`config.mk`:
```
export PLATFORM = sky130hd
export DESIGN_NAME = crf_core_regs
export DESIGN_NICKNAME = d
export VERILOG_FILES = /design/src/crf_pkg.sv /design/src/crf_core_regs.sv
export SDC_FILE = /design/constraint.sdc
export NUM_CORES = 2
export LEC_CHECK = 0
export ABC_AREA = 1
export BUFFER_PORTS_ARGS = -buffer_cell sky130_fd_sc_hd__buf_2
export CAP_MARGIN = 10
export CORE_ASPECT_RATIO = 0.8
export CORE_MARGIN = 3
export CORE_UTILIZATION = 40
export DETAILED_ROUTE_END_ITERATION = 8
export PLACE_DENSITY = 0.63
export SLEW_MARGIN = 20
export SYNTH_ARGS = -nofsm -noshare
export SYNTH_HDL_FRONTEND = slang
export SYNTH_SLANG_ARGS = --single-unit
```
`constraint.sdc`:
```
create_clock -name aclk -period 3.25 [get_ports aclk]
set_input_delay 0.8125 -clock aclk [delete_from_list [all_inputs] [get_ports aclk]]
set_output_delay 0.8125 -clock aclk [all_outputs]
set_load 0.01 [all_outputs]
```
`src/crf_pkg.sv`:
```
package crf_pkg;

  // ********************************
  // reset values and indices
  // ********************************
  localparam logic [31:0] CRF_RST_SP = 32'h2000_1000;
  localparam logic [31:0] CRF_RST_PC = 32'h0000_0100;
  localparam logic CRF_RST_T = 1'b1;
  localparam logic [3:0] CRF_RST_FLAGS = 4'h0;
  localparam logic [3:0] CRF_IDX_SP = 4'hd;
  localparam logic [3:0] CRF_IDX_LR = 4'he;
  localparam logic [3:0] CRF_IDX_PC = 4'hf;
  localparam logic [3:0] CRF_EXC_NIB = 4'hf;
  localparam int CRF_NREG = 15;

  // ********************************
  // flag field positions
  // ********************************
  localparam int CRF_N_POS = 31;
  localparam int CRF_Z_POS = 30;
  localparam int CRF_C_POS = 29;
  localparam int CRF_V_POS = 28;

  // ********************************
  // register offsets
  // ********************************
  localparam logic [11:0] CRF_OFS_FLAGS = 12'h000;
  localparam logic [11:0] CRF_OFS_PC = 12'h004;
  localparam logic [11:0] CRF_OFS_STATE = 12'h008;
  localparam logic [11:0] CRF_OFS_CORE = 12'h040;
  localparam logic [1:0] CRF_RESP_OKAY = 2'h0;
  localparam logic [1:0] CRF_RESP_SLVERR = 2'h2;

  typedef enum logic [4:0] {
    PCW_PLAIN = 5'h01,
    PCW_BX = 5'h02,
    PCW_BLX = 5'h04,
    PCW_LOAD = 5'h08,
    PCW_ALU = 5'h10
  } crf_pcw_type;

  typedef enum logic [1:0] {
    WR_COLLECT = 2'h1,
    WR_RESP = 2'h2
  } crf_wst_type;

  typedef struct packed {
    logic [31:0] x;
    logic [31:0] y;
    logic inv_y;
    logic cin;
  } crf_add_req_type;

  typedef struct packed {
    logic [CRF_NREG-1:0][31:0] regs;
    logic [31:0] pc;
    logic [3:0] nzcv;
    logic t;
    logic [31:0] rd_data;
    logic [31:0] add_res;
    logic add_c;
    logic add_v;
    logic exc_ret;
    logic [27:0] exc_ret_addr;
    logic hard_fault;
    logic undef_fault;
    logic [2:0] irq_sync;
    logic irq_pend;
    crf_wst_type wst;
    logic aw_got;
    logic w_got;
    logic [11:0] waddr;
    logic [31:0] wdata;
    logic [3:0] wstrb;
    logic awready;
    logic wready;
    logic bvalid;
    logic [1:0] bresp;
    logic arready;
    logic rvalid;
    logic [31:0] rdata;
    logic [1:0] rresp;
  } crf_state_type;

endpackage

```
`src/crf_core_regs.sv`:
```
`timescale 1ns/1ps
// Notes on behaviour
// - adding x, inverted y, carry in set gives x-y; carry out means x>=y
// - same with carry in clear gives x-y-1; carry out means x>y
// - thirteen 32-bit general registers plus stack pointer, link and program counter
// - reset loads the stack pointer with the main stack top
// - link register takes branch-with-link return value and exception entry value
// - reset loads the program counter with the reset handler start
// - indices 0-12 general, 13 stack, 14 link; 15 reads pc, never written
// - plain branch clears address bit 0, execution state bit untouched
// - interworking branch in handler mode with top nibble ones starts exception return
// - otherwise interworking copies bit 0 to state bit; zero faults next instruction
// - interworking with link always copies bit 0, never checks exception return
// - load writes act as interworking branch, arithmetic writes as plain branch
// - negative flag takes result bit 31 on flag update
// - zero flag set when whole result is zero
// - carry flag takes the carry condition
// - overflow flag takes the overflow condition
// - only the compact instruction state is valid for execution
// - faults reported with their instruction; interrupts asynchronous to program flow
// - no coprocessor interface; coprocessor instructions are unsupported
module crf_core_regs
  import crf_pkg::*;
(
  input wire logic aclk,
  input wire logic aresetn,
  input wire logic clk_en,
  input wire logic [11:0] s_axi_awaddr,
  input wire logic s_axi_awvalid,
  output logic s_axi_awready,
  input wire logic [31:0] s_axi_wdata,
  input wire logic [3:0] s_axi_wstrb,
  input wire logic s_axi_wvalid,
  output logic s_axi_wready,
  output logic [1:0] s_axi_bresp,
  output logic s_axi_bvalid,
  input wire logic s_axi_bready,
  input wire logic [11:0] s_axi_araddr,
  input wire logic s_axi_arvalid,
  output logic s_axi_arready,
  output logic [31:0] s_axi_rdata,
  output logic [1:0] s_axi_rresp,
  output logic s_axi_rvalid,
  input wire logic s_axi_rready,
  input wire logic [3:0] rd_idx,
  output logic [31:0] rd_data,
  input wire logic wr_en,
  input wire logic [3:0] wr_idx,
  input wire logic [31:0] wr_data,
  input wire logic link_en,
  input wire logic [31:0] link_val,
  input wire logic exc_entry_en,
  input wire logic [31:0] exc_lr_val,
  input wire logic pc_wr_en,
  input wire crf_pcw_type pc_wr_kind,
  input wire logic [31:0] pc_wr_addr,
  input wire logic handler_mode,
  input wire logic add_en,
  input wire crf_add_req_type add_req,
  input wire logic add_set_flags,
  input wire logic logic_flag_en,
  input wire logic [31:0] logic_res,
  input wire logic logic_c,
  input wire logic instr_issue,
  input wire logic instr_is_cp,
  input wire logic irq_in,
  output logic [31:0] program_counter_reg,
  output logic [31:0] stack_pointer_reg,
  output logic [31:0] return_link_reg,
  output logic [3:0] program_status_flags,
  output logic execution_state_bit,
  output logic [31:0] add_res,
  output logic add_c,
  output logic add_v,
  output logic exception_return_start,
  output logic [27:0] exc_ret_addr,
  output logic hard_fault_exception,
  output logic undef_fault,
  output logic irq_pending
);

  // ********************************
  // helpers
  // ********************************
  function automatic logic [33:0] add_carry_function(input logic [31:0] x, input logic [31:0] y,
                                                     input logic cin);
    logic [32:0] sum;
    logic ovf;
    sum = {1'b0, x} + {1'b0, y} + {32'h0000_0000, cin};
    ovf = (x[31] == y[31]) && (sum[31] != x[31]);
    return {sum[32], ovf, sum[31:0]};
  endfunction

  function automatic logic [31:0] core_read(input crf_state_type s, input logic [3:0] idx);
    // index 15 is the program counter, readable only
    if (idx == CRF_IDX_PC) begin
      return s.pc;
    end
    return s.regs[idx];
  endfunction

  function automatic logic map_hit(input logic [11:0] a);
    return (a == CRF_OFS_FLAGS) || (a == CRF_OFS_PC) || (a == CRF_OFS_STATE) ||
           (a[11:6] == CRF_OFS_CORE[11:6] && a[1:0] == 2'h0);
  endfunction

  crf_state_type r;
  crf_state_type n;
  logic [33:0] add_out;
  logic [31:0] pc_tgt;

  always_comb begin
    add_out = add_carry_function(add_req.x, add_req.inv_y ? ~add_req.y : add_req.y, add_req.cin);
    pc_tgt = {pc_wr_addr[31:1], 1'b0};
    n = r;
    n.exc_ret = 1'b0;
    n.hard_fault = 1'b0;
    n.undef_fault = 1'b0;

    // ********************************
    // register writes
    // ********************************
    if (wr_en && wr_idx != CRF_IDX_PC) begin
      n.regs[wr_idx] = wr_data;
    end
    if (link_en) begin
      n.regs[CRF_IDX_LR] = link_val;
    end
    // exception entry beats a same-cycle link update
    if (exc_entry_en) begin
      n.regs[CRF_IDX_LR] = exc_lr_val;
    end
    n.rd_data = core_read(r, rd_idx);

    // ********************************
    // program counter writes
    // ********************************
    if (pc_wr_en) begin
      unique case (pc_wr_kind)
        PCW_PLAIN, PCW_ALU: begin
          n.pc = pc_tgt;
        end
        PCW_BX, PCW_LOAD: begin
          if (handler_mode && pc_wr_addr[31:28] == CRF_EXC_NIB) begin
            n.exc_ret = 1'b1;
            n.exc_ret_addr = pc_wr_addr[27:0];
          end else begin
            n.t = pc_wr_addr[0];
            n.pc = pc_tgt;
          end
        end
        PCW_BLX: begin
          n.t = pc_wr_addr[0];
          n.pc = pc_tgt;
        end
        default: begin
          n.pc = r.pc;
        end
      endcase
    end

    // ********************************
    // faults, reported with the instruction
    // ********************************
    if (instr_issue) begin
      n.hard_fault = !r.t;
      n.undef_fault = instr_is_cp;
    end
    // irq sampled late: no fixed relation to the instruction stream
    n.irq_sync = {r.irq_sync[1:0], irq_in};
    if (r.irq_sync[2] == r.irq_sync[1]) begin
      n.irq_pend = r.irq_sync[2];
    end

    // ********************************
    // adder and flags
    // ********************************
    if (add_en) begin
      n.add_res = add_out[31:0];
      n.add_c = add_out[33];
      n.add_v = add_out[32];
    end

    // ********************************
    // bus write side
    // ********************************
    unique case (r.wst)
      WR_COLLECT: begin
        if (s_axi_awvalid && r.awready) begin
          n.aw_got = 1'b1;
          n.waddr = s_axi_awaddr;
        end
        if (s_axi_wvalid && r.wready) begin
          n.w_got = 1'b1;
          n.wdata = s_axi_wdata;
          n.wstrb = s_axi_wstrb;
        end
        if (n.aw_got && n.w_got) begin
          n.wst = WR_RESP;
          n.bvalid = 1'b1;
          n.bresp = map_hit(n.waddr) ? CRF_RESP_OKAY : CRF_RESP_SLVERR;
          // reserved bits are dropped; software keeps its own copy
          if (n.waddr == CRF_OFS_FLAGS && n.wstrb[3]) begin
            n.nzcv = n.wdata[CRF_N_POS:CRF_V_POS];
          end
        end
      end
      WR_RESP: begin
        if (s_axi_bready) begin
          n.bvalid = 1'b0;
          n.aw_got = 1'b0;
          n.w_got = 1'b0;
          n.wst = WR_COLLECT;
        end
      end
    endcase
    n.awready = (n.wst == WR_COLLECT) && !n.aw_got;
    n.wready = (n.wst == WR_COLLECT) && !n.w_got;

    // datapath flag update overrides a same-cycle software write
    if (add_en && add_set_flags) begin
      n.nzcv[3] = add_out[31];
      n.nzcv[2] = (add_out[31:0] == 32'h0000_0000);
      n.nzcv[1] = add_out[33];
      n.nzcv[0] = add_out[32];
    end else if (logic_flag_en) begin
      n.nzcv[3] = logic_res[31];
      n.nzcv[2] = (logic_res == 32'h0000_0000);
      n.nzcv[1] = logic_c;
    end

    // ********************************
    // bus read side
    // ********************************
    if (r.rvalid) begin
      if (s_axi_rready) begin
        n.rvalid = 1'b0;
        n.arready = 1'b1;
      end
    end else if (r.arready && s_axi_arvalid) begin
      n.arready = 1'b0;
      n.rvalid = 1'b1;
      n.rresp = map_hit(s_axi_araddr) ? CRF_RESP_OKAY : CRF_RESP_SLVERR;
      n.rdata = 32'h0000_0000;
      if (s_axi_araddr == CRF_OFS_FLAGS) begin
        n.rdata[CRF_N_POS:CRF_V_POS] = r.nzcv;
      end else if (s_axi_araddr == CRF_OFS_PC) begin
        n.rdata = r.pc;
      end else if (s_axi_araddr == CRF_OFS_STATE) begin
        n.rdata[1:0] = {r.irq_pend, r.t};
      end else if (map_hit(s_axi_araddr)) begin
        n.rdata = core_read(r, s_axi_araddr[5:2]);
      end
    end else begin
      n.arready = 1'b1;
    end
  end

  always_ff @(posedge aclk) begin
    if (!aresetn) begin
      r <= '0;
      r.regs[CRF_IDX_SP] <= CRF_RST_SP;
      r.pc <= CRF_RST_PC;
      r.t <= CRF_RST_T;
      r.nzcv <= CRF_RST_FLAGS;
      r.wst <= WR_COLLECT;
    end else if (clk_en) begin
      r <= n;
    end
  end

  assign s_axi_awready = r.awready;
  assign s_axi_wready = r.wready;
  assign s_axi_bvalid = r.bvalid;
  assign s_axi_bresp = r.bresp;
  assign s_axi_arready = r.arready;
  assign s_axi_rvalid = r.rvalid;
  assign s_axi_rdata = r.rdata;
  assign s_axi_rresp = r.rresp;
  assign rd_data = r.rd_data;
  assign program_counter_reg = r.pc;
  assign stack_pointer_reg = r.regs[CRF_IDX_SP];
  assign return_link_reg = r.regs[CRF_IDX_LR];
  assign program_status_flags = r.nzcv;
  assign execution_state_bit = r.t;
  assign add_res = r.add_res;
  assign add_c = r.add_c;
  assign add_v = r.add_v;
  assign exception_return_start = r.exc_ret;
  assign exc_ret_addr = r.exc_ret_addr;
  assign hard_fault_exception = r.hard_fault;
  assign undef_fault = r.undef_fault;
  assign irq_pending = r.irq_pend;

  // ********************************
  // checks
  // ********************************
  property p_sub_cin_set;
    @(posedge aclk) disable iff (!aresetn)
    (clk_en && add_en && add_req.inv_y && add_req.cin) |=>
      (add_res == $past(add_req.x) - $past(add_req.y)) && (add_c == ($past(add_req.x) >= $past(add_req.y)));
  endproperty
  a_sub_cin_set: assert property (p_sub_cin_set) else $error("subtract with carry set wrong");

  property p_sub_cin_clr;
    @(posedge aclk) disable iff (!aresetn)
    (clk_en && add_en && add_req.inv_y && !add_req.cin) |=>
      (add_res == $past(add_req.x) - $past(add_req.y) - 32'h0000_0001) &&
      (add_c == ($past(add_req.x) > $past(add_req.y)));
  endproperty
  a_sub_cin_clr: assert property (p_sub_cin_clr) else $error("subtract with carry clear wrong");

  property p_reset_sp_pc;
    @(posedge aclk) $rose(aresetn) |-> (stack_pointer_reg == CRF_RST_SP) && (program_counter_reg == CRF_RST_PC);
  endproperty
  a_reset_sp_pc: assert property (p_reset_sp_pc) else $error("reset values of sp or pc wrong");

  property p_no_pc_index_write;
    @(posedge aclk) disable iff (!aresetn)
    (clk_en && wr_en && wr_idx == CRF_IDX_PC && !pc_wr_en) |=> $stable(program_counter_reg);
  endproperty
  a_no_pc_index_write: assert property (p_no_pc_index_write) else $error("index 15 write moved pc");

  property p_plain_branch;
    @(posedge aclk) disable iff (!aresetn)
    (clk_en && pc_wr_en && (pc_wr_kind == PCW_PLAIN || pc_wr_kind == PCW_ALU)) |=>
      (program_counter_reg == {$past(pc_wr_addr[31:1]), 1'b0}) && $stable(execution_state_bit);
  endproperty
  a_plain_branch: assert property (p_plain_branch) else $error("plain branch wrong");

  property p_exc_return;
    @(posedge aclk) disable iff (!aresetn)
    (clk_en && pc_wr_en && pc_wr_kind == PCW_BX && handler_mode && pc_wr_addr[31:28] == CRF_EXC_NIB) |=>
      exception_return_start && (exc_ret_addr == $past(pc_wr_addr[27:0])) && $stable(program_counter_reg);
  endproperty
  a_exc_return: assert property (p_exc_return) else $error("exception return not started");

  property p_link_branch;
    @(posedge aclk) disable iff (!aresetn)
    (clk_en && pc_wr_en && pc_wr_kind == PCW_BLX) |=>
      !exception_return_start && (execution_state_bit == $past(pc_wr_addr[0]));
  endproperty
  a_link_branch: assert property (p_link_branch) else $error("link branch wrong");

  property p_zero_flag;
    @(posedge aclk) disable iff (!aresetn)
    (clk_en && add_en && add_set_flags) |=>
      (program_status_flags[2] == (add_res == 32'h0000_0000)) && (program_status_flags[3] == add_res[31]);
  endproperty
  a_zero_flag: assert property (p_zero_flag) else $error("n or z flag wrong");

  property p_overflow;
    @(posedge aclk) disable iff (!aresetn)
    (clk_en && add_en && add_req.inv_y == 1'b0) |=>
      add_v == (($past(add_req.x[31]) == $past(add_req.y[31])) && (add_res[31] != $past(add_req.x[31])));
  endproperty
  a_overflow: assert property (p_overflow) else $error("overflow wrong");

endmodule

```
==> impl_metrics.env <==
export IMPL_synth_area_um2=36840
export IMPL_grt_start_max_net_pins=195
export IMPL_finalCriticalPeriod_ns=2.810
export IMPL_wl_um=162500
export IMPL_multiInputGateArea_um2=17940
export IMPL_via_count=39820
export IMPL_die_area_um2=95810
export IMPL_rsz0062_at_grt="no"
export IMPL_drc=0
export IMPL_synth_edf_count=0
export IMPL_largest_register_ffs=438
export IMPL_cts_made_buffers=74
export IMPL_intPower_w=0.01478
export IMPL_initial_utilization_pct=40.77
export IMPL_critical_path_buf_inv_count=3
export IMPL_finalSetupViolations=0
export IMPL_maxCapViolCount=0
export IMPL_clock_sinks=677
export IMPL_worstMarginPinSlew_ns=1.275
export IMPL_netlist_instances=5382
export IMPL_portBuffers=524
export IMPL_critPathMaxFanout=3
export IMPL_overflow=0
export IMPL_grtUsageMet2_pct=45.65
export IMPL_grt_pass1_vias=36040
export IMPL_critPathSlowestCell="fa_1"
export IMPL_drive_gt1_share_pct=16.51
export IMPL_final_cells=6824
export IMPL_synthFlopType="dfxtp_1"
export IMPL_gp_congestion=0.9617
export IMPL_crit_chain="buf_2, xor2_1, fa_1, inv_1, fa_1, buf_4, xnor2_1, nor4_1, nand3_1, nor2_1, nand3_1, nor2_1, nand3_1, a21oi_1"
export IMPL_hpwl_um=113000
export IMPL_cts_buffer_depth=3
export IMPL_cts_resized=0
export IMPL_ys_seq_area_share_pct=36.79
export IMPL_tritoncts="yes"
export IMPL_antenna_found_initial=17
export IMPL_synth_seq_cells=677
export IMPL_htreeDepth=3
export IMPL_hold_path_class="input pin to flip-flop"
export IMPL_ant_nets=0
export IMPL_use_met1_pct=44.33
export IMPL_largest_register="r"
export IMPL_grt_usage_pct=32.05
export IMPL_ys_warn_count=0
export IMPL_p_sw_w=0.006516
export IMPL_cpMostUsedCell="nand3_1"
export IMPL_io_pins=559
export IMPL_pre_cts_ws_ns=-0.1660
export IMPL_async_flop_share_pct=0
export IMPL_crit_family="simple AND/OR/NAND/NOR gates"
export IMPL_cp_arrival_ns=3.39
export IMPL_dp_cells=6685
export IMPL_drt_pass1_iterations=9
export IMPL_drtIter0Drc=5812
export IMPL_vdd_drop_max_mv=0.3982
export IMPL_post_cts_buffers=0
export IMPL_viasPerCell=5.835
export IMPL_die_h_um=277.5
export IMPL_area_delta_synth_final_pct=14.54
export IMPL_end_kind="flip-flop"
export IMPL_power_density_nw_per_um2=504.6
export IMPL_power_frac_clock_pct=41.6
export IMPL_slew_viol_final=0
export IMPL_clk_latency_ns=0.66
export IMPL_cts_hold_buf=0
export IMPL_max_freq_mhz=355.8
export IMPL_final_area_um2=42200
export IMPL_hold_viol=0
export IMPL_fill_cells=9054
export IMPL_finalWorstSetupSlack_ns=0.4397
export IMPL_die_w_um=345.3
export IMPL_worstPathRequired_ns=3.83
export IMPL_crit_path_max_incr_delay_ns=0.43
export IMPL_p_sw_share_pct=30.60
export IMPL_fin_nets=5913
export IMPL_post_route_period_util_pct=86.47
export IMPL_status="completed"
export IMPL_critical_path_class="input pin to flip-flop"
export IMPL_cts_root_buf="clkbuf_16"
export IMPL_fp_coreArea_um2=90370
export IMPL_cp_start_kind="input pin"
export IMPL_placed_area_um2=39670
export IMPL_power_w=0.02130
export IMPL_p_seq_share_pct=40.7
export IMPL_grt_first_pass_wirelength_um=237500
export IMPL_gr_usage_met3_pct=11.57
export IMPL_finClkSkew_ns=0.05370
export IMPL_timing_slew_headroom_pct=13.67
export IMPL_leakagePower_nw=18.13
export IMPL_synthDistinctLibCells=58
export IMPL_drt_wirelength_per_cell_um=23.81
export IMPL_seq_area_um2=13550
export IMPL_synth_area_per_cell_um2=6.846
export IMPL_busiest_layer="met2"
export IMPL_rows=98
export IMPL_clkTransAtPathRegs_ns=0.06
export IMPL_p_comb_share_pct=17.7
final timing paths:
kind | startpoint | to | slack (ns) | depth (start not counted)
setup / recovery | add_req[1] | program_status_flags[2] | 0.44 | 14
hold / removal | pc_wr_addr[8] | program_counter_reg[8] | 0.39 | 3
setup reg to reg | s_axi_awready | program_status_flags[2] | 0.93 | 11
hold reg to reg | exc_ret_addr[22] | exc_ret_addr[22] | 0.44 | 2
power groups by stage:
stage	Combinational, W	Clock, W	Sequential (W)
CTS	0.00363	0.00891	0.00867
detailed placement	0.00362	0	0.00885
floorplan	0.00212	0	0.00878
global route	0.00403	0.00923	0.00869
global placement	0.00361	0	0.00884
finish	0.00377	0.00885	0.00867
metrics by stage:
stage	hold slack, ns	utilization [%]	TNS (ns)
final	0.3871	46.70	0
after global routing	0.3788	46.68	0
after CTS	0.3600	46.68	0
after detailed placement	0.4338	43.89	-0.5705
after global placement	0.4291	43.89	-0.4597
after floorplan	0.4240	-	0
kinds of logic after synthesis:
family / count (synthesis) / synth area share (%)
xor gates and xnor gates: 40 / 0.9509
AOI/OAI and AO/OA: 1938 / 29.30
DFF: 677 / 36.79
buffers and inverters: 1154 / 14.66
muxes: 11 / 0.3023
other: 1 / 0.01018
and+or+nand+nor: 1528 / 16.83
adders and majority gates: 33 / 1.161
worst register-to-register path, cell delays in order (launching register included):
cell and delay [ns]:
dfxtp_1 0.41, nand2_1 0.32, inv_1 0.25, nand2_1 0.11, nand2_1 0.08, inv_1 0.07
nand4_1 0.11, nor2_1 0.07, a22oi_1 0.36, nand2_1 0.19, o21ai_0 0.18, a21oi_1 0.05
synthesized netlist by cell type, types with 16 or more instances:
cell       instances  area (um2)
a21oi_1          601        3008
a221oi_1          18       157.7
a31oi_1           20       125.1
buf_1             33       123.9
buf_2            119       595.6
buf_4            241        1809
clkbuf_1         238       893.4
dfxtp_1          677       13550
ha_1              31       387.9
inv_1            488        1832
inv_2             27       101.4
nand2_1          626        2350
nand3_1          120       600.6
nand4_1           28       175.2
nor2_1           690        2590
nor3_1            16       80.08
o2111ai_1         54       473.0
o211ai_1          85       638.1
o21ai_0          849        4249
o21ai_1           32       160.2
o221ai_1          60       525.5
o22ai_1          167        1045
o31ai_1           18       135.1
xor2_1            34       297.8
layer usage:
layer	part of all wire [%]	routed length, um	up-vias
li1	-	-	18340
met1	42	67440	18560
met2	41	65860	2520
met3	14	22990	391
met4	3.8	6113	12
met5	0.045	73	-
cell type report:
cell class / count / area share [%]
Clock buffer: 100 / 4.904
Multi-Input combinational cell: 3553 / 42.51
Clock inverter: 31 / 1.056
Tap cell: 1200 / 3.558
Timing Repair Buffer: 739 / 11.21
Antenna cell: 8 / 0.04744
Inverter: 516 / 4.599
Sequential cell: 677 / 32.12
layout by cell type (no fill, tap or decap), drive strengths merged, types with 6 or more instances in the layout:
cell | synthesis | layout
o211ai | 85 | 85
mux2i | 10 | 10
o221ai | 60 | 60
nand4 | 29 | 29
nand3 | 121 | 121
o2111ai | 54 | 54
inv | 516 | 517
xnor2 | 6 | 6
a31oi | 20 | 20
o21ai | 882 | 882
nor3 | 18 | 18
diode | 0 | 8
clkbuf | 244 | 100
buf | 394 | 739
xor2 | 34 | 34
o22ai | 167 | 167
nor2 | 704 | 704
a21oi | 602 | 602
clkinv | 0 | 19
nor4 | 13 | 13
a22oi | 12 | 12
nand2 | 634 | 634
ha | 31 | 31
dfxtp | 677 | 677
a221oi | 18 | 18
o31ai | 18 | 18
bufinv | 0 | 6
Note: power is estimated with default switching activity, not from simulation.
